[src/logic/acmp_defs.vh]
// Register map, field layout and timing constants of the comparator control block
`ifndef ACMP_DEFS_VH
`define ACMP_DEFS_VH

`define OFF_GLOBAL_CTRL 8'h00
`define OFF_START 8'h04
`define OFF_OUT_STATE 8'h08
`define OFF_READY 8'h0C
`define OFF_IRQ_STATUS 8'h10
`define OFF_IRQ_ENABLE 8'h14
`define OFF_IRQ_CLEAR 8'h18
`define OFF_CHAN_CTRL0 8'h20

// Channel control field positions
`define CC_ENABLE 0
`define CC_SINGLE 1
`define CC_SPEED_LO 2
`define CC_SPEED_HI 3
`define CC_IRQSEL_LO 4
`define CC_IRQSEL_HI 5
`define CC_HYSTERESIS 6
`define CC_STANDBY 7
`define CC_POS_LO 8
`define CC_POS_HI 10
`define CC_NEG_LO 12
`define CC_NEG_HI 14
`define CC_FILT_LO 16
`define CC_FILT_HI 18
`define CC_WMASK 32'h0007_77FE

`define IRQSEL_TOGGLE 2'h0
`define IRQSEL_RISE 2'h1
`define IRQSEL_FALL 2'h2
`define IRQSEL_EOC 2'h3

`define RESET_WORD 32'h0000_0000
`define STARTUP_CYCLES 16

`endif

[src/logic/analog_comparator_control.v]
// Comparator channel sequencing with AXI4-Lite register access
`timescale 1ns/1ps
`include "acmp_defs.vh"

module analog_comparator_control #(
    parameter NCH = 2,
    parameter STARTUP_CYCLES = `STARTUP_CYCLES
) (
    // Clock and reset
    input wire aclk,
    input wire aresetn,
    // AXI4-Lite write address
    input wire [7:0] s_axi_awaddr,
    input wire s_axi_awvalid,
    output wire s_axi_awready,
    // AXI4-Lite write data
    input wire [31:0] s_axi_wdata,
    input wire [3:0] s_axi_wstrb,
    input wire s_axi_wvalid,
    output wire s_axi_wready,
    // AXI4-Lite write response
    output reg [1:0] s_axi_bresp,
    output reg s_axi_bvalid,
    input wire s_axi_bready,
    // AXI4-Lite read address
    input wire [7:0] s_axi_araddr,
    input wire s_axi_arvalid,
    output wire s_axi_arready,
    // AXI4-Lite read data
    output reg [31:0] s_axi_rdata,
    output reg [1:0] s_axi_rresp,
    output reg s_axi_rvalid,
    input wire s_axi_rready,
    // Analog core
    input wire [NCH-1:0] comp_out,
    output reg [NCH-1:0] core_power_on,
    output reg [NCH-1:0] core_sample,
    output reg [3*NCH-1:0] positive_input_select,
    output reg [3*NCH-1:0] negative_input_select,
    output reg [NCH-1:0] hysteresis_select,
    output reg [2*NCH-1:0] speed_select,
    output reg [3*NCH-1:0] output_filter_length,
    output reg [NCH-1:0] keep_running_in_standby,
    // Events and interrupt
    output reg [NCH-1:0] event_out,
    output reg [NCH-1:0] eoc_event,
    output wire irq
);

    // Sequencer states; IDLE holds a single-shot result until the next start
    localparam ST_OFF = 2'd0;
    localparam ST_START = 2'd1;
    localparam ST_RUN = 2'd2;
    localparam ST_IDLE = 2'd3;
    localparam CW = 16;

    reg global_enable_q;
    reg [31:0] chan_ctrl_q [0:NCH-1];
    reg [1:0] st_q [0:NCH-1];
    reg [CW-1:0] cnt_q [0:NCH-1];
    reg [NCH-1:0] state_q;
    reg [NCH-1:0] ready_q;
    reg [NCH-1:0] start_req_q;
    reg [NCH-1:0] irq_status_q;
    reg [NCH-1:0] irq_enable_q;
    reg have_aw_q;
    reg have_w_q;
    reg [7:0] awaddr_q;
    reg [31:0] wdata_q;
    reg [3:0] wstrb_q;

    // A write commits once both halves are held and the last response has gone
    wire do_write = have_aw_q && have_w_q && !s_axi_bvalid;
    // Clear strobes come from byte 0 of a write to the clear register
    wire irq_clear_hit = do_write && (awaddr_q == `OFF_IRQ_CLEAR) && wstrb_q[0];
    wire [NCH-1:0] irq_clear = irq_clear_hit ? wdata_q[NCH-1:0] : {NCH{1'b0}};
    wire [NCH-1:0] ch_run;
    reg [NCH-1:0] irq_hit;
    reg [NCH-1:0] compare_now;

    // A held half drops its ready, so the master keeps offering only the other
    assign s_axi_awready = !have_aw_q && !s_axi_bvalid;
    assign s_axi_wready = !have_w_q && !s_axi_bvalid;
    assign s_axi_arready = !s_axi_rvalid;
    assign irq = |(irq_status_q & irq_enable_q);

    function [31:0] merge;
        input [31:0] old;
        input [31:0] data;
        input [3:0] strb;
        integer b;
        begin
            merge = old;
            for (b = 0; b < 4; b = b + 1) begin
                if (strb[b]) begin
                    merge[8*b +: 8] = data[8*b +: 8];
                end
            end
        end
    endfunction

    function is_chan;
        input [7:0] addr;
        input integer ch;
        begin
            is_chan = (addr == `OFF_CHAN_CTRL0 + ch[5:0] * 4);
        end
    endfunction

    genvar g;
    generate
        for (g = 0; g < NCH; g = g + 1) begin : chan
            // Global enable gates cores without touching channel enable bits
            assign ch_run[g] = global_enable_q && chan_ctrl_q[g][`CC_ENABLE];
        end
    endgenerate

    // Compare strobe and interrupt condition per channel
    always @* begin : hit_calc
        integer i;
        i = 0;
        irq_hit = {NCH{1'b0}};
        compare_now = {NCH{1'b0}};
        for (i = 0; i < NCH; i = i + 1) begin
            compare_now[i] = ch_run[i] &&
                ((st_q[i] == ST_START && cnt_q[i] == STARTUP_CYCLES - 1) ||
                 st_q[i] == ST_RUN);
            if (compare_now[i]) begin
                // Edge conditions need an earlier result, so the first one is no edge
                case (chan_ctrl_q[i][`CC_IRQSEL_HI:`CC_IRQSEL_LO])
                    `IRQSEL_TOGGLE: irq_hit[i] = ready_q[i] && (comp_out[i] != state_q[i]);
                    `IRQSEL_RISE: irq_hit[i] = ready_q[i] && comp_out[i] && !state_q[i];
                    `IRQSEL_FALL: irq_hit[i] = ready_q[i] && !comp_out[i] && state_q[i];
                    default: irq_hit[i] = 1'b1;
                endcase
            end
        end
    end

    // Channel sequencers
    always @(posedge aclk) begin : chan_seq
        integer i;
        if (!aresetn) begin
            for (i = 0; i < NCH; i = i + 1) begin
                st_q[i] <= ST_OFF;
                cnt_q[i] <= {CW{1'b0}};
            end
            state_q <= {NCH{1'b0}};
            ready_q <= {NCH{1'b0}};
            event_out <= {NCH{1'b0}};
            eoc_event <= {NCH{1'b0}};
            core_power_on <= {NCH{1'b0}};
            core_sample <= {NCH{1'b0}};
        end else begin
            for (i = 0; i < NCH; i = i + 1) begin
                core_power_on[i] <= ch_run[i];
                core_sample[i] <= compare_now[i];
                // Events follow the comparator state, independent of irq enable
                event_out[i] <= compare_now[i] && ready_q[i] &&
                    (comp_out[i] != state_q[i]);
                eoc_event[i] <= compare_now[i];
                if (compare_now[i]) begin
                    state_q[i] <= comp_out[i];
                    ready_q[i] <= 1'b1;
                end
                // Disable drops ready but keeps the last state for software
                if (!ch_run[i]) begin
                    st_q[i] <= ST_OFF;
                    cnt_q[i] <= {CW{1'b0}};
                    ready_q[i] <= 1'b0;
                end else begin
                    case (st_q[i])
                        ST_OFF: begin
                            // Single-shot waits for a start request before warm-up; the core is already powered
                            if (!chan_ctrl_q[i][`CC_SINGLE] || start_req_q[i]) begin
                                st_q[i] <= ST_START;
                                cnt_q[i] <= {CW{1'b0}};
                            end
                        end
                        ST_START: begin
                            // Core output unusable until the count expires
                            if (cnt_q[i] == STARTUP_CYCLES - 1) begin
                                st_q[i] <= chan_ctrl_q[i][`CC_SINGLE] ? ST_IDLE : ST_RUN;
                            end else begin
                                cnt_q[i] <= cnt_q[i] + 1'b1;
                            end
                        end
                        ST_RUN: st_q[i] <= ST_RUN;
                        default: begin
                            // Single-shot done; a new start repeats with warm-up
                            if (start_req_q[i]) begin
                                st_q[i] <= ST_START;
                                cnt_q[i] <= {CW{1'b0}};
                            end
                        end
                    endcase
                end
            end
        end
    end

    // Register file, write side
    always @(posedge aclk) begin : reg_write
        integer i;
        if (!aresetn) begin
            have_aw_q <= 1'b0;
            have_w_q <= 1'b0;
            awaddr_q <= 8'h00;
            wdata_q <= `RESET_WORD;
            wstrb_q <= 4'h0;
            s_axi_bvalid <= 1'b0;
            s_axi_bresp <= 2'b00;
            global_enable_q <= 1'b0;
            start_req_q <= {NCH{1'b0}};
            irq_enable_q <= {NCH{1'b0}};
            for (i = 0; i < NCH; i = i + 1) begin
                chan_ctrl_q[i] <= `RESET_WORD;
            end
        end else begin
            // Start is a one-cycle pulse; a start to a disabled channel is lost
            start_req_q <= {NCH{1'b0}};
            if (s_axi_awvalid && s_axi_awready) begin
                have_aw_q <= 1'b1;
                awaddr_q <= s_axi_awaddr;
            end
            if (s_axi_wvalid && s_axi_wready) begin
                have_w_q <= 1'b1;
                wdata_q <= s_axi_wdata;
                wstrb_q <= s_axi_wstrb;
            end
            if (s_axi_bvalid && s_axi_bready) begin
                s_axi_bvalid <= 1'b0;
            end
            if (do_write) begin
                have_aw_q <= 1'b0;
                have_w_q <= 1'b0;
                s_axi_bvalid <= 1'b1;
                s_axi_bresp <= 2'b00;
                if (awaddr_q == `OFF_GLOBAL_CTRL) begin
                    if (wstrb_q[0]) global_enable_q <= wdata_q[0];
                end else if (awaddr_q == `OFF_START) begin
                    if (wstrb_q[0]) start_req_q <= wdata_q[NCH-1:0];
                end else if (awaddr_q == `OFF_IRQ_ENABLE) begin
                    if (wstrb_q[0]) irq_enable_q <= wdata_q[NCH-1:0];
                end else if (awaddr_q == `OFF_IRQ_CLEAR ||
                             awaddr_q == `OFF_OUT_STATE ||
                             awaddr_q == `OFF_READY ||
                             awaddr_q == `OFF_IRQ_STATUS) begin
                    s_axi_bresp <= 2'b00;
                end else begin
                    s_axi_bresp <= 2'b10;
                end
                for (i = 0; i < NCH; i = i + 1) begin
                    if (is_chan(awaddr_q, i)) begin
                        s_axi_bresp <= 2'b00;
                        if (chan_ctrl_q[i][`CC_ENABLE]) begin
                            // Only the enable bit is writable while enabled
                            if (wstrb_q[0]) begin
                                chan_ctrl_q[i][`CC_ENABLE] <= wdata_q[`CC_ENABLE];
                            end
                        end else begin
                            // Fields and enable in one write: both land in the same cycle
                            chan_ctrl_q[i] <= merge(chan_ctrl_q[i], wdata_q,
                                wstrb_q) & (`CC_WMASK | 32'h0000_0001);
                        end
                    end
                end
            end
        end
    end

    // Sticky flags; a set in the clear cycle wins so no event is lost
    always @(posedge aclk) begin : irq_flags
        integer i;
        if (!aresetn) begin
            irq_status_q <= {NCH{1'b0}};
        end else begin
            for (i = 0; i < NCH; i = i + 1) begin
                if (irq_hit[i]) begin
                    irq_status_q[i] <= 1'b1;
                end else if (irq_clear[i]) begin
                    irq_status_q[i] <= 1'b0;
                end
            end
        end
    end

    // Channel fields driven to the analog core
    always @* begin : field_out
        integer i;
        i = 0;
        for (i = 0; i < NCH; i = i + 1) begin
            hysteresis_select[i] = chan_ctrl_q[i][`CC_HYSTERESIS];
            keep_running_in_standby[i] = chan_ctrl_q[i][`CC_STANDBY];
            speed_select[2*i +: 2] = chan_ctrl_q[i][`CC_SPEED_HI:`CC_SPEED_LO];
            positive_input_select[3*i +: 3] = chan_ctrl_q[i][`CC_POS_HI:`CC_POS_LO];
            negative_input_select[3*i +: 3] = chan_ctrl_q[i][`CC_NEG_HI:`CC_NEG_LO];
            output_filter_length[3*i +: 3] = chan_ctrl_q[i][`CC_FILT_HI:`CC_FILT_LO];
        end
    end

    // Register file, read side
    always @(posedge aclk) begin : reg_read
        integer i;
        if (!aresetn) begin
            s_axi_rvalid <= 1'b0;
            s_axi_rdata <= `RESET_WORD;
            s_axi_rresp <= 2'b00;
        end else begin
            if (s_axi_rvalid && s_axi_rready) begin
                s_axi_rvalid <= 1'b0;
            end
            if (s_axi_arvalid && s_axi_arready) begin
                s_axi_rvalid <= 1'b1;
                s_axi_rresp <= 2'b00;
                s_axi_rdata <= `RESET_WORD;
                if (s_axi_araddr == `OFF_GLOBAL_CTRL) begin
                    s_axi_rdata[0] <= global_enable_q;
                end else if (s_axi_araddr == `OFF_OUT_STATE) begin
                    s_axi_rdata[NCH-1:0] <= state_q;
                end else if (s_axi_araddr == `OFF_READY) begin
                    s_axi_rdata[NCH-1:0] <= ready_q;
                end else if (s_axi_araddr == `OFF_IRQ_STATUS) begin
                    s_axi_rdata[NCH-1:0] <= irq_status_q;
                end else if (s_axi_araddr == `OFF_IRQ_ENABLE) begin
                    s_axi_rdata[NCH-1:0] <= irq_enable_q;
                // Write-only offsets read as zero with an OKAY answer
                end else if (s_axi_araddr == `OFF_START ||
                             s_axi_araddr == `OFF_IRQ_CLEAR) begin
                    s_axi_rresp <= 2'b00;
                end else begin
                    s_axi_rresp <= 2'b10;
                end
                for (i = 0; i < NCH; i = i + 1) begin
                    if (is_chan(s_axi_araddr, i)) begin
                        s_axi_rresp <= 2'b00;
                        s_axi_rdata <= chan_ctrl_q[i];
                    end
                end
            end
        end
    end

endmodule // analog_comparator_control

[config.mk]
export PLATFORM = sky130hd
export DESIGN_NAME = analog_comparator_control
export DESIGN_NICKNAME = d
export VERILOG_FILES = /design/src/logic/analog_comparator_control.v
export VERILOG_INCLUDE_DIRS = /design/src /design/src/logic
export SDC_FILE = /design/constraint.sdc
export NUM_CORES = 1
export LEC_CHECK = 0
export ABC_AREA = 0
export BUFFER_PORTS_ARGS = -buffer_cell sky130_fd_sc_hd__buf_2
export CAP_MARGIN = 20
export CORE_UTILIZATION = 57
export CTS_BUF_LIST = sky130_fd_sc_hd__clkbuf_8
export DETAILED_ROUTE_END_ITERATION = 6
export PLACE_DENSITY_LB_ADDON = 0.2
export SETUP_SLACK_MARGIN = 0.15
export SLEW_MARGIN = 5
export SYNTH_ARGS = -nofsm -noshare
export SYNTH_HDL_FRONTEND = slang
export SYNTH_SLANG_ARGS = --single-unit
export TNS_END_PERCENT = 100
[constraint.sdc]
create_clock -name aclk -period 4.5 [get_ports aclk]
set_input_delay 0.45 -clock aclk [delete_from_list [all_inputs] [get_ports aclk]]
set_output_delay 0.45 -clock aclk [all_outputs]
set_load 0.01 [all_outputs]
# After elaboration in Yosys (flattened, before gate mapping)
# Memory sizes are Yosys's and may differ from the RTL's.
# Index checks and enable logic that the tools add are counted.
dict set report classes {
  n_addsub 2
  n_eq_ne 28
  n_mux 167
  bitwise_logic 30
  n_reduce_logical 68
}
# operator n
set ops {}
lappend ops {{two-way mux 16 bit} 10}
lappend ops {{two-way mux 1 bit} 94}
lappend ops {{two-way mux 8 bit} 10}
lappend ops {{two-way mux 7 bit} 10}
lappend ops {{two-way mux 32 bit} 2}
lappend ops {{two-way mux 2 bit} 29}
lappend ops {{== test 8 x 5 -> 1 bit (second input constant)} 6}
lappend ops {{adder 16 x 1 -> 16 bit (second input constant)} 2}
lappend ops {{== test 16 x 4 -> 1 bit (second input constant)} 2}
lappend ops {{== test 8 x 4 -> 1 bit (second input constant)} 4}
lappend ops {{== test 8 x 6 -> 1 bit (second input constant)} 4}
lappend ops {{logical AND 1 bit} 31}
lappend ops {{two-way mux 3 bit} 10}
lappend ops {{OR 1 bit} 24}
lappend ops {{== test 8 x 3 -> 1 bit (second input constant)} 2}
lappend ops {{zero test 8 bit} 2}
lappend ops {{zero test 1 bit} 10}
lappend ops {{== test 2 x 1 -> 1 bit (second input constant)} 4}
lappend ops {{== test 2 bit (second input constant)} 4}
lappend ops {{zero test 2 bit} 4}
lappend ops {{logical OR 1 bit} 8}
lappend ops {{nonzero test 2 bit} 4}
lappend ops {{one-hot mux 1 bit (3 select lines)} 2}
lappend ops {{OR reduction 3 bit} 2}
lappend ops {{other kinds (8)} 15}
dict set report totals {
  regBits 87
  mem_bits_rw 70
  output_inout_bits 76
  elab_cells 320
  mem_count 3
}
# memory depth word_bits read_ports rd_clocked_by_memory_dff write_ports line_no
set mem_list {}
lappend mem_list {chan_ctrl_q 2 17 2 0 2 analog_comparator_control.v:58} ;# reg [31:0] chan_ctrl_q [0:NCH-1];
lappend mem_list {cnt_q 2 16 2 0 2 analog_comparator_control.v:60} ;# reg [CW-1:0] cnt_q [0:NCH-1];
lappend mem_list {st_q 2 2 2 0 2 analog_comparator_control.v:59} ;# reg [1:0] st_q [0:NCH-1];

# Logic depth before layout (Yosys ltp)
# Gate-level depths: netlist of run 1.
# An unclocked memory read counts as a cell.
dict set report logic_depth {
  ltp_word 12
  ltp_mapped 8
  depth_no_buf 5
}

# Worst setup path before layout of run 1
# No wires, ideal clock.
dict set report synth_path {
  kind {reg-to-reg}
  startpoint {mem cnt_q[1][0]}
  endpoint {mem cnt_q[1][0] (enable)}
  arrival_time_ps 2757
  required_ps 4086
  slack_ps 1329
  stages_incl_launch_ff 8
  path_buffers 2
  period_less_slack_ps 3171
  cell_sequence {edfxtp_1 ha_1 and3_1 clkbuf_1 and4_1 clkbuf_1 and2_1 o31ai_1}
}
# element line_no
set synth_lines {}
lappend synth_lines {{from (decl)} analog_comparator_control.v:60}

==> flow_summary.yaml, run 1 <==
clocking:
  post_cts_buffers: 0
  cts_num_sinks: 138
  post_cts_resize_count: 0
  cts_root_buf: "clkbuf_8"
  cts.path.max_buffers: 2
  clk_pin_slew_ns: 0.09
  htree_levels: 4
  tritoncts: "yes"
  clkLatencyLatePin_ns: 0.43
  cts_made_buffers: 17
  hold_buffers: 0
grt:
  first_global_vias: 4881
  grt-ovfl-total: 0
  grt_antenna_before_repair: 0
  grt_max_degree: 34
  grt_pass1_wl_um: 23800
  grt_usage: 0.243
yosys:
  synth-compound-area-share: 0.124
  synth_edf_count: 70
  synthMuxAreaShare: 0.0240
  yosysTopAreaCell: "edfxtp_1"
  synthSimpleGateAreaFrac: 0.226
  synthXorXnorAreaFrac: 0.0297
  synthDistinctLibCells: 62
  async_flop_share: 0
  syn_area_sq_um: 6790
  synth.yosys.seq_area_share: 0.510
  synth_fa_ha_area_frac: 0.00369
  ys.flop_type: "edfxtp_1"
  synth_warnings: 0
  synth.area.top_cells: "edfxtp_1, dfxtp_1, buf_4"
  synth_top_area_frac: 0.310
  syn-instance-count: 693
  synth_top_family_by_area: "simple AND/OR/NAND/NOR gates"
  syn_avg_cell_area_sq_um: 9.80
  ys_ff_latch: 138
final_layout:
  instances_no_fill: 915
  fillerInstances: 966
  area_growth_pct: 10.3
  diodes: 0
  fin_nets: 822
  fin_area_sq_um: 7490
  drive_above_1_share: 0.193
critical_path:
  cp_max_fo: 11
  crit_slowest_cell: "or4b_1"
  critical-path-max-stage-delay_ns: 0.48
  endpoint_kind: "flop"
  path_cells: "or4b_1, or2_1, nor3_2, a21o_1"
  worstSetupStartpointType: "flop"
  crit_type: "flop to flop"
  cp_num_buf_inv: 0
  cp.required_ns: 4.62
  critPathArrivalTime_ns: 2.52
  crit_family: "simple AND/OR/NAND/NOR gates"
pwr:
  p_leak_nw: 2.93
  p_per_area_nw_per_um2: 334
  max-vdd-ir-drop_mv: 0.190
detailed_routing:
  viasPerCell: 5.74
  vias: 5256
  drt-total-wl_um: 14400
  firstDrtPassIters: 7
  drt-initial-drc-count: 419
  wl_per_cell_um: 15.8
  drc: 13
  antenna_left: 0
outcome:
  run_status: "finished with violations"
  violations: "DRC"
placed_design:
  placed_area_sq_um: 7110
  io_buffers: 103
  dp_hpwl_um: 10600
  placed_cells: 883
  gp_congestion: 0.889
die:
  core_sq_um: 11500
  initial_utilization: 0.590
  num_io_pins: 137
  die_y_um: 111
  dieWidth_um: 111
  die-area_sq_um: 12400
  rows: 39
timing:
  hold_viol_final: 0
  fin_crit_sh: 0.534
  fin_skew_ns: 0.00949
  worst_pin_slew_ns: 0.954
  fmax_mhz: 416
  rsz0062_at_grt: "no"
  report.final.slew_viol_count: 0
  finalSetupViolCount: 0
  finalCriticalPeriod_ns: 2.40
  setup_tns_ns: 0
  slew-limit-headroom: 0.355
flow_run:
  max_cap_viol_count: 0
worst_hold_path:
  hp-class: "input port to flop"
==> cell type report <==
class | count | area [sq um] | area share
Tap cell | 143 | 179 | 0.0239
Sequential cell | 138 | 3460 | 0.462
Clock inverter | 15 | 141 | 0.0189
Multi-Input combinational cell | 473 | 2840 | 0.379
Clock buffer | 17 | 234 | 0.0312
Timing Repair Buffer | 108 | 553 | 0.0739
Inverter | 21 | 78.8 | 0.0105
==> metrics by stage <==
| step | hold slack [ns] | util | worst slack (ns) | power (mW) |
|---|---|---|---|---|
| 6_report | 0.246 | 0.650 | 2.10 | 2.50 |
| 5_1_grt | 0.223 | 0.650 | 1.83 | 2.60 |
| 4_1_cts | 0.223 | 0.650 | 2.09 | 2.52 |
| 3_5_place_dp | 0.459 | 0.618 | 1.76 | 1.57 |
| 3_3_place_gp | 0.451 | 0.618 | 1.83 | 1.56 |
| 2_1_floorplan | 0.435 | - | 1.33 | 1.53 |
==> path summary, 6_finish.rpt <==
path | start | end | slack (ns) | cells past startpoint
min | s_axi_wdata[13] | wdata_q[13] | 0.25 | 3
max reg2reg | awaddr_q[5] | chan_ctrl_q[1][9] | 2.10 | 4
min reg2reg | wdata_q[18] | wdata_q[18] | 0.47 | 2
max | awaddr_q[5] | chan_ctrl_q[1][9] | 2.10 | 4
==> placed cells by master (no fill, tap or decap), drive strengths merged, types with 13 or more instances in the layout <==
cell and instances:
a21oi 36, a22oi 18, a2bb2oi 15, and2 17
and3 16, buf 108, clkbuf 17, conb 17
dfxtp 68, edfxtp 70, inv 26, mux2i 14
nand2 68, nand3 19, nand4 14, nor2 76
nor4 14, o21ai 13
==> worst register-to-register path: stages, from the launching register on <==
cell	delay (ns)
dfxtp_1	0.43
or4b_1	0.48
or2_1	0.34
nor3_2	0.49
a21o_1	0.37
==> sequential cells by signal, indices dropped and copies added (netlist names), 3 cells and up <==
name / flops
wstrb_q: 3
cnt_q: 32
st_q: 4
s_axi_rdata: 17
wdata_q: 17
awaddr_q: 8
chan_ctrl_q: 34
==> power breakdown <==
group / switching, mW / leakage, nW / internal (mW) / total, mW
sequential: 0.0333 / 1.35 / 1.34 / 1.38
clock: 0.510 / 0.187 / 0.448 / 0.958
combinational: 0.103 / 1.40 / 0.0639 / 0.167
==> synthesized netlist by cell type, drive strengths merged, types with 4 or more instances <==
library cell  instances
a2bb2oi              15
and3                 16
nand3                19
edfxtp               70
o31ai                 7
xnor2                11
clkbuf               23
mux2i                14
buf                  54
nand3b                4
or4                   4
xor2                 12
nor4b                 7
o211ai                4
o21ai                13
and2                 17
nand2b                9
a21oi                36
inv                  21
a22oi                18
a211oi                4
nor2                 76
nor3b                 5
nor4                 14
dfxtp                68
a21o                  6
nor3                 11
nand2                68
nand4                14
and4                  6
nor2b                 9
or3                   7
==> cell families (layout without fill, tap and decap cells) <==
group	after synthesis	count (layout)
simple gates	293	293
flops	138	138
compound gates	122	122
buf+inv	98	161
xor+xnor	23	23
mux	16	16
fa+ha+maj	2	2
other cells	1	17
==> metal layers <==
layer / routed length, um / vias to the layer above / part of all wire / GRT usage
met5: 0 / - / 0 / 0
met4: 350 / 0 / 0.024 / 0.105
met3: 776 / 27 / 0.054 / 0.0476
met2: 6810 / 180 / 0.47 / 0.390
met1: 6500 / 2473 / 0.45 / 0.321
li1: - / 2576 / - / -
(Power assumes the default switching activity.)
==> run 2: changes to the inputs <==
==> constraint.sdc (replaced) <==
create_clock -name aclk -period 2.35 [get_ports aclk]
set_input_delay 0.235 -clock aclk [delete_from_list [all_inputs] [get_ports aclk]]
set_output_delay 0.235 -clock aclk [all_outputs]
set_load 0.01 [all_outputs]
==> flow_summary.yaml, run 2 (synthesized netlist as in run 1, its figures left out) <==
grt:
  grt_usage: 0.246
  grt_pass1_wl_um: 24200
  grt-ovfl-total: 0
  grt_max_degree: 24
  first_global_vias: 4942
  grt_antenna_before_repair: 0
critical_path:
  cp.required_ns: 2.55
  critical-path-max-stage-delay_ns: 0.49
  cp_max_fo: 16
  critPathArrivalTime_ns: 2.31
  crit_type: "flop to flop"
  rrSetupSlack_ns: 0.24
  path_cells: "nor4_1, nand4_1, nor3_1, o31ai_4, buf_12"
  cp_num_buf_inv: 1
  worstSetupStartpointType: "flop"
  endpoint_kind: "flop"
  crit_family: "simple AND/OR/NAND/NOR gates"
  crit_slowest_cell: "edfxtp_1"
detailed_routing:
  drt-initial-drc-count: 398
  viasPerCell: 5.65
  firstDrtPassIters: 7
  antenna_left: 0
  vias: 5276
  drc: 10
  wl_per_cell_um: 16.0
  drt-total-wl_um: 14900
clocking:
  cts_num_sinks: 138
  hold_buffers: 0
  cts_root_buf: "clkbuf_8"
  cts.path.max_buffers: 2
  clkLatencyLatePin_ns: 0.44
  clk_pin_slew_ns: 0.08
  tritoncts: "yes"
  cts_made_buffers: 17
  htree_levels: 4
die:
  rows: 39
  die_y_um: 111
  num_io_pins: 137
  dieWidth_um: 111
  die-area_sq_um: 12400
  initial_utilization: 0.590
  core_sq_um: 11500
placed_design:
  io_buffers: 103
  gp_congestion: 0.882
  post-place-ws_ns: 0.110
  dp_hpwl_um: 10900
timing:
  slew-limit-headroom: 0.569
  setup_ws_ns: 0.241
  setup_tns_ns: 0
  whs_ns: 0.0230
  hold_viol_final: 0
  worst_pin_slew_ns: 0.645
  fin_skew_ns: 0.0107
  finalSetupViolCount: 0
  fmax_mhz: 474
  rsz0062_at_grt: "no"
  finalCriticalPeriod_ns: 2.11
  fin_crit_sh: 0.897
  report.final.slew_viol_count: 0
outcome:
  violations: "DRC"
  run_status: "finished with violations"
pwr:
  p_sw_mw: 1.21
  switching_share: 0.254
  p_seq_frac: 0.555
  max-vdd-ir-drop_mv: 0.387
  p_leak_nw: 3.02
  pwr-share-clk: 0.374
  finalPower_mw: 4.75
  p_per_area_nw_per_um2: 620
  pwr-share-comb: 0.070
  internal_power_mw: 3.54
flow_run:
  max_cap_viol_count: 0
final_layout:
  mostFrequentLayoutCells: "buf_2, nor2_1, edfxtp_1"
  drive_above_1_share: 0.214
  area_growth_pct: 12.8
  largest_register_ffs: 34
  reg_top3: "chan_ctrl_q x34, cnt_q x32"
  layout.cells.most_common: "buf_2"
  fin_nets: 840
  diodes: 0
  largest_register: "chan_ctrl_q"
  final_util: 0.665
worst_hold_path:
  hp-class: "input port to flop"
[run 2: changes by cell type in the layout (fill, tap and decap cells not counted), sizes merged]
| cell | previous run | this run |
|---|---|---|
| clkinv | 7 | 3 |
| clkinvlp | 2 | 5 |
| inv | 26 | 27 |
| buf | 108 | 126 |
[run 2: worst register-to-register path, cell delays in order (launching register included)]
cell	delay [ns]
edfxtp_1	0.49
nor4_1	0.38
nand4_1	0.23
nor3_1	0.43
o31ai_4	0.15
buf_12	0.18
[run 2: timing repair]
| item | CTS | global route |
|---|---|---|
| endpoints found under the hold margin | 0 | 0 |
| resized for setup | 0 | 4 |
| setup endpoints to repair | 16 | 47 |
| setup buffers | 0 | 1 |
| pin swaps | 1 | 1 |
[run 2: stage by stage]
stage	instances	cell area (sq um)
after floorplan	709	6880
after global placement	900	7260
after detailed placement	900	7260
after CTS	932	7620
after global routing	933	7660
final	933	7660
[run 2: layer usage]
layer | vias to the layer above | part of all wire | global-route usage
met5 | - | 0 | 0
met4 | 0 | 0.020 | 0.0955
met3 | 31 | 0.049 | 0.0558
met2 | 159 | 0.49 | 0.397
met1 | 2473 | 0.44 | 0.321
li1 | 2613 | - | -
[run 2: cell type report]
cell class | count | area (sq um)
fillers | 932 | 3860
flip-flops and latches | 138 | 3460
multi-input cells | 473 | 2870
repair buffers | 126 | 704
clock buffers | 17 | 234
well taps | 143 | 179
clock inverters | 15 | 128
inverters | 21 | 78.8
[run 2: worst paths after layout]
check	from	end	cells past startpoint
worst max-delay path	cnt_q[0][10]	cnt_q[0][3]	5
worst min register to register	wdata_q[12]	wdata_q[12]	2
worst max register to register	cnt_q[0][10]	cnt_q[0][3]	5
worst min-delay path	s_axi_wdata[17]	wdata_q[17]	3
[run 2: power by group through the flow]
stage	clock network (mW)	registers (mW)	logic, mW
after floorplan	0	2.67	0.253
after global placement	0	2.69	0.319
after detailed placement	0	2.69	0.328
after CTS	1.80	2.64	0.329
after global routing	1.92	2.64	0.370
final	1.78	2.64	0.334
==> run 3: changes to the inputs <==
--- a/config.mk
+++ b/config.mk
@@ -9,10 +9,11 @@
 export ABC_AREA = 0
 export BUFFER_PORTS_ARGS = -buffer_cell sky130_fd_sc_hd__buf_2
 export CAP_MARGIN = 20
-export CORE_UTILIZATION = 57
+export CORE_UTILIZATION = 58
 export CTS_BUF_LIST = sky130_fd_sc_hd__clkbuf_8
 export DETAILED_ROUTE_END_ITERATION = 6
 export PLACE_DENSITY_LB_ADDON = 0.2
+export REMOVE_ABC_BUFFERS = 1
 export SETUP_SLACK_MARGIN = 0.15
 export SLEW_MARGIN = 5
 export SYNTH_ARGS = -nofsm -noshare
==> constraint.sdc (replaced) <==
create_clock -name aclk -period 2.7 [get_ports aclk]
set_input_delay 0.27 -clock aclk [delete_from_list [all_inputs] [get_ports aclk]]
set_output_delay 0.27 -clock aclk [all_outputs]
set_load 0.01 [all_outputs]
==> flow_summary.yaml, run 3 (synthesized netlist as in run 1, its figures left out) <==
outcome:
  run_status: "complete, no violations"
grt:
  first_global_vias: 4820
  grt_pass1_wl_um: 23400
  grt_usage: 0.253
  grt_max_degree: 27
  grt-ovfl-total: 0
  grt_antenna_before_repair: 0
final_layout:
  diodes: 0
  final_util: 0.661
  layout.cells.most_common: "buf_2"
  fin_nets: 827
  area_growth_pct: 11.2
  mostFrequentLayoutCells: "buf_2, nor2_1, edfxtp_1"
  reg_top3: "chan_ctrl_q x34, cnt_q x32"
  largest_register: "chan_ctrl_q"
  multi_input_area_sq_um: 2840
  largest_register_ffs: 34
  regArea_sq_um: 3460
  drive_above_1_share: 0.197
  fillerInstances: 931
timing:
  fin_crit_sh: 0.840
  fmax_mhz: 441
  setup_tns_ns: 0
  whs_ns: 0.0629
  fin_skew_ns: 0.0198
  finalSetupViolCount: 0
  worst_pin_slew_ns: 0.910
  report.final.slew_viol_count: 0
  slew-limit-headroom: 0.385
  finalCriticalPeriod_ns: 2.27
  setup_ws_ns: 0.432
  rsz0062_at_grt: "no"
  hold_viol_final: 0
clocking:
  cts.path.max_buffers: 2
  htree_levels: 4
  tritoncts: "yes"
  clkLatencyLatePin_ns: 0.45
  post_cts_buffers: 0
  cts_num_sinks: 138
  clk_pin_slew_ns: 0.08
  cts_made_buffers: 17
  hold_buffers: 0
  cts_root_buf: "clkbuf_8"
  post_cts_resize_count: 0
critical_path:
  timing.rr.start: "cnt_q[1][0]"
  rrSetupSlack_ns: 0.43
  crit_type: "flop to flop"
  cp_max_fo: 16
  worstRegToRegCells: 5
  critPathArrivalTime_ns: 2.54
  cp.required_ns: 2.97
  endpoint_kind: "flop"
  worstSetupStartpointType: "flop"
  r2r-end: "cnt_q[1][14]"
pwr:
  p_leak_nw: 2.98
  max-vdd-ir-drop_mv: 0.570
  p_per_area_nw_per_um2: 568
detailed_routing:
  vias: 5311
  antenna_left: 0
  drt-initial-drc-count: 333
  drc: 0
  drt-total-wl_um: 14800
  wl_per_cell_um: 16.1
  firstDrtPassIters: 4
  viasPerCell: 5.78
worst_hold_path:
  min-delay-start: "s_axi_wdata[10]"
  hp-class: "input port to flop"
  min_to: "wdata_q[10]"
  holdPathStages: 3
die:
  dieWidth_um: 110
  num_io_pins: 137
  die_y_um: 110
  die-area_sq_um: 12100
  core_sq_um: 11400
  rows: 39
  initial_utilization: 0.595
placed_design:
  post-place-ws_ns: 0.446
  gp_congestion: 0.860
  io_buffers: 103
  dp_hpwl_um: 10700
flow_run:
  max_cap_viol_count: 0
## run 3: worst max path at each step
stage / startpoint / endpoint
2_1_floorplan: cnt_q[1][0] / cnt_q[1][0]
6_report: cnt_q[1][0] / cnt_q[1][14]
3_3_place_gp: cnt_q[1][0] / cnt_q[1][13]
3_5_place_dp: cnt_q[1][0] / cnt_q[1][12]
5_1_grt: cnt_q[1][0] / cnt_q[1][14]
4_1_cts: cnt_q[1][0] / cnt_q[1][11]
## run 3: report_power, final
group          internal (mW)  leakage [nW]  switching (mW)  total [mW]
Sequential              2.24          1.35          0.0554        2.30
Clock                  0.925         0.204           0.788        1.71
Combinational          0.109          1.43           0.170       0.279
Total                   3.27          2.98            1.01        4.29
## run 3: worst max-delay path, cell delays in order, from the launching register on
cell and delay, ns:
edfxtp_1 0.45, ha_1 0.27, and3_1 0.25, and4_1 0.28
nand3b_1 0.54, a21oi_1 0.30
## run 3: cell type report
class,count,area share
Tap cell,143,0.0237
Multi-Input combinational cell,473,0.376
Clock buffer,18,0.0328
Clock inverter,13,0.0202
Timing Repair Buffer,113,0.0782
Inverter,21,0.0104
Sequential cell,138,0.459
## run 3: per-stage QoR
step	power [mW]	std cells	instance area (sq um)
after floorplan	2.49	632	6370
after global placement	2.61	888	7150
after detailed placement	2.62	888	7150
after CTS	4.32	919	7550
after global routing	4.45	919	7550
final	4.29	919	7550
## run 3: routing by layer
| layer | global-route usage | up-vias | share of wire |
|---|---|---|---|
| met1 | 0.327 | 2543 | 0.45 |
| li1 | - | 2588 | - |
| met3 | 0.0606 | 11 | 0.051 |
| met5 | 0 | - | 0 |
| met4 | 0.0752 | 0 | 0.0088 |
| met2 | 0.422 | 169 | 0.49 |
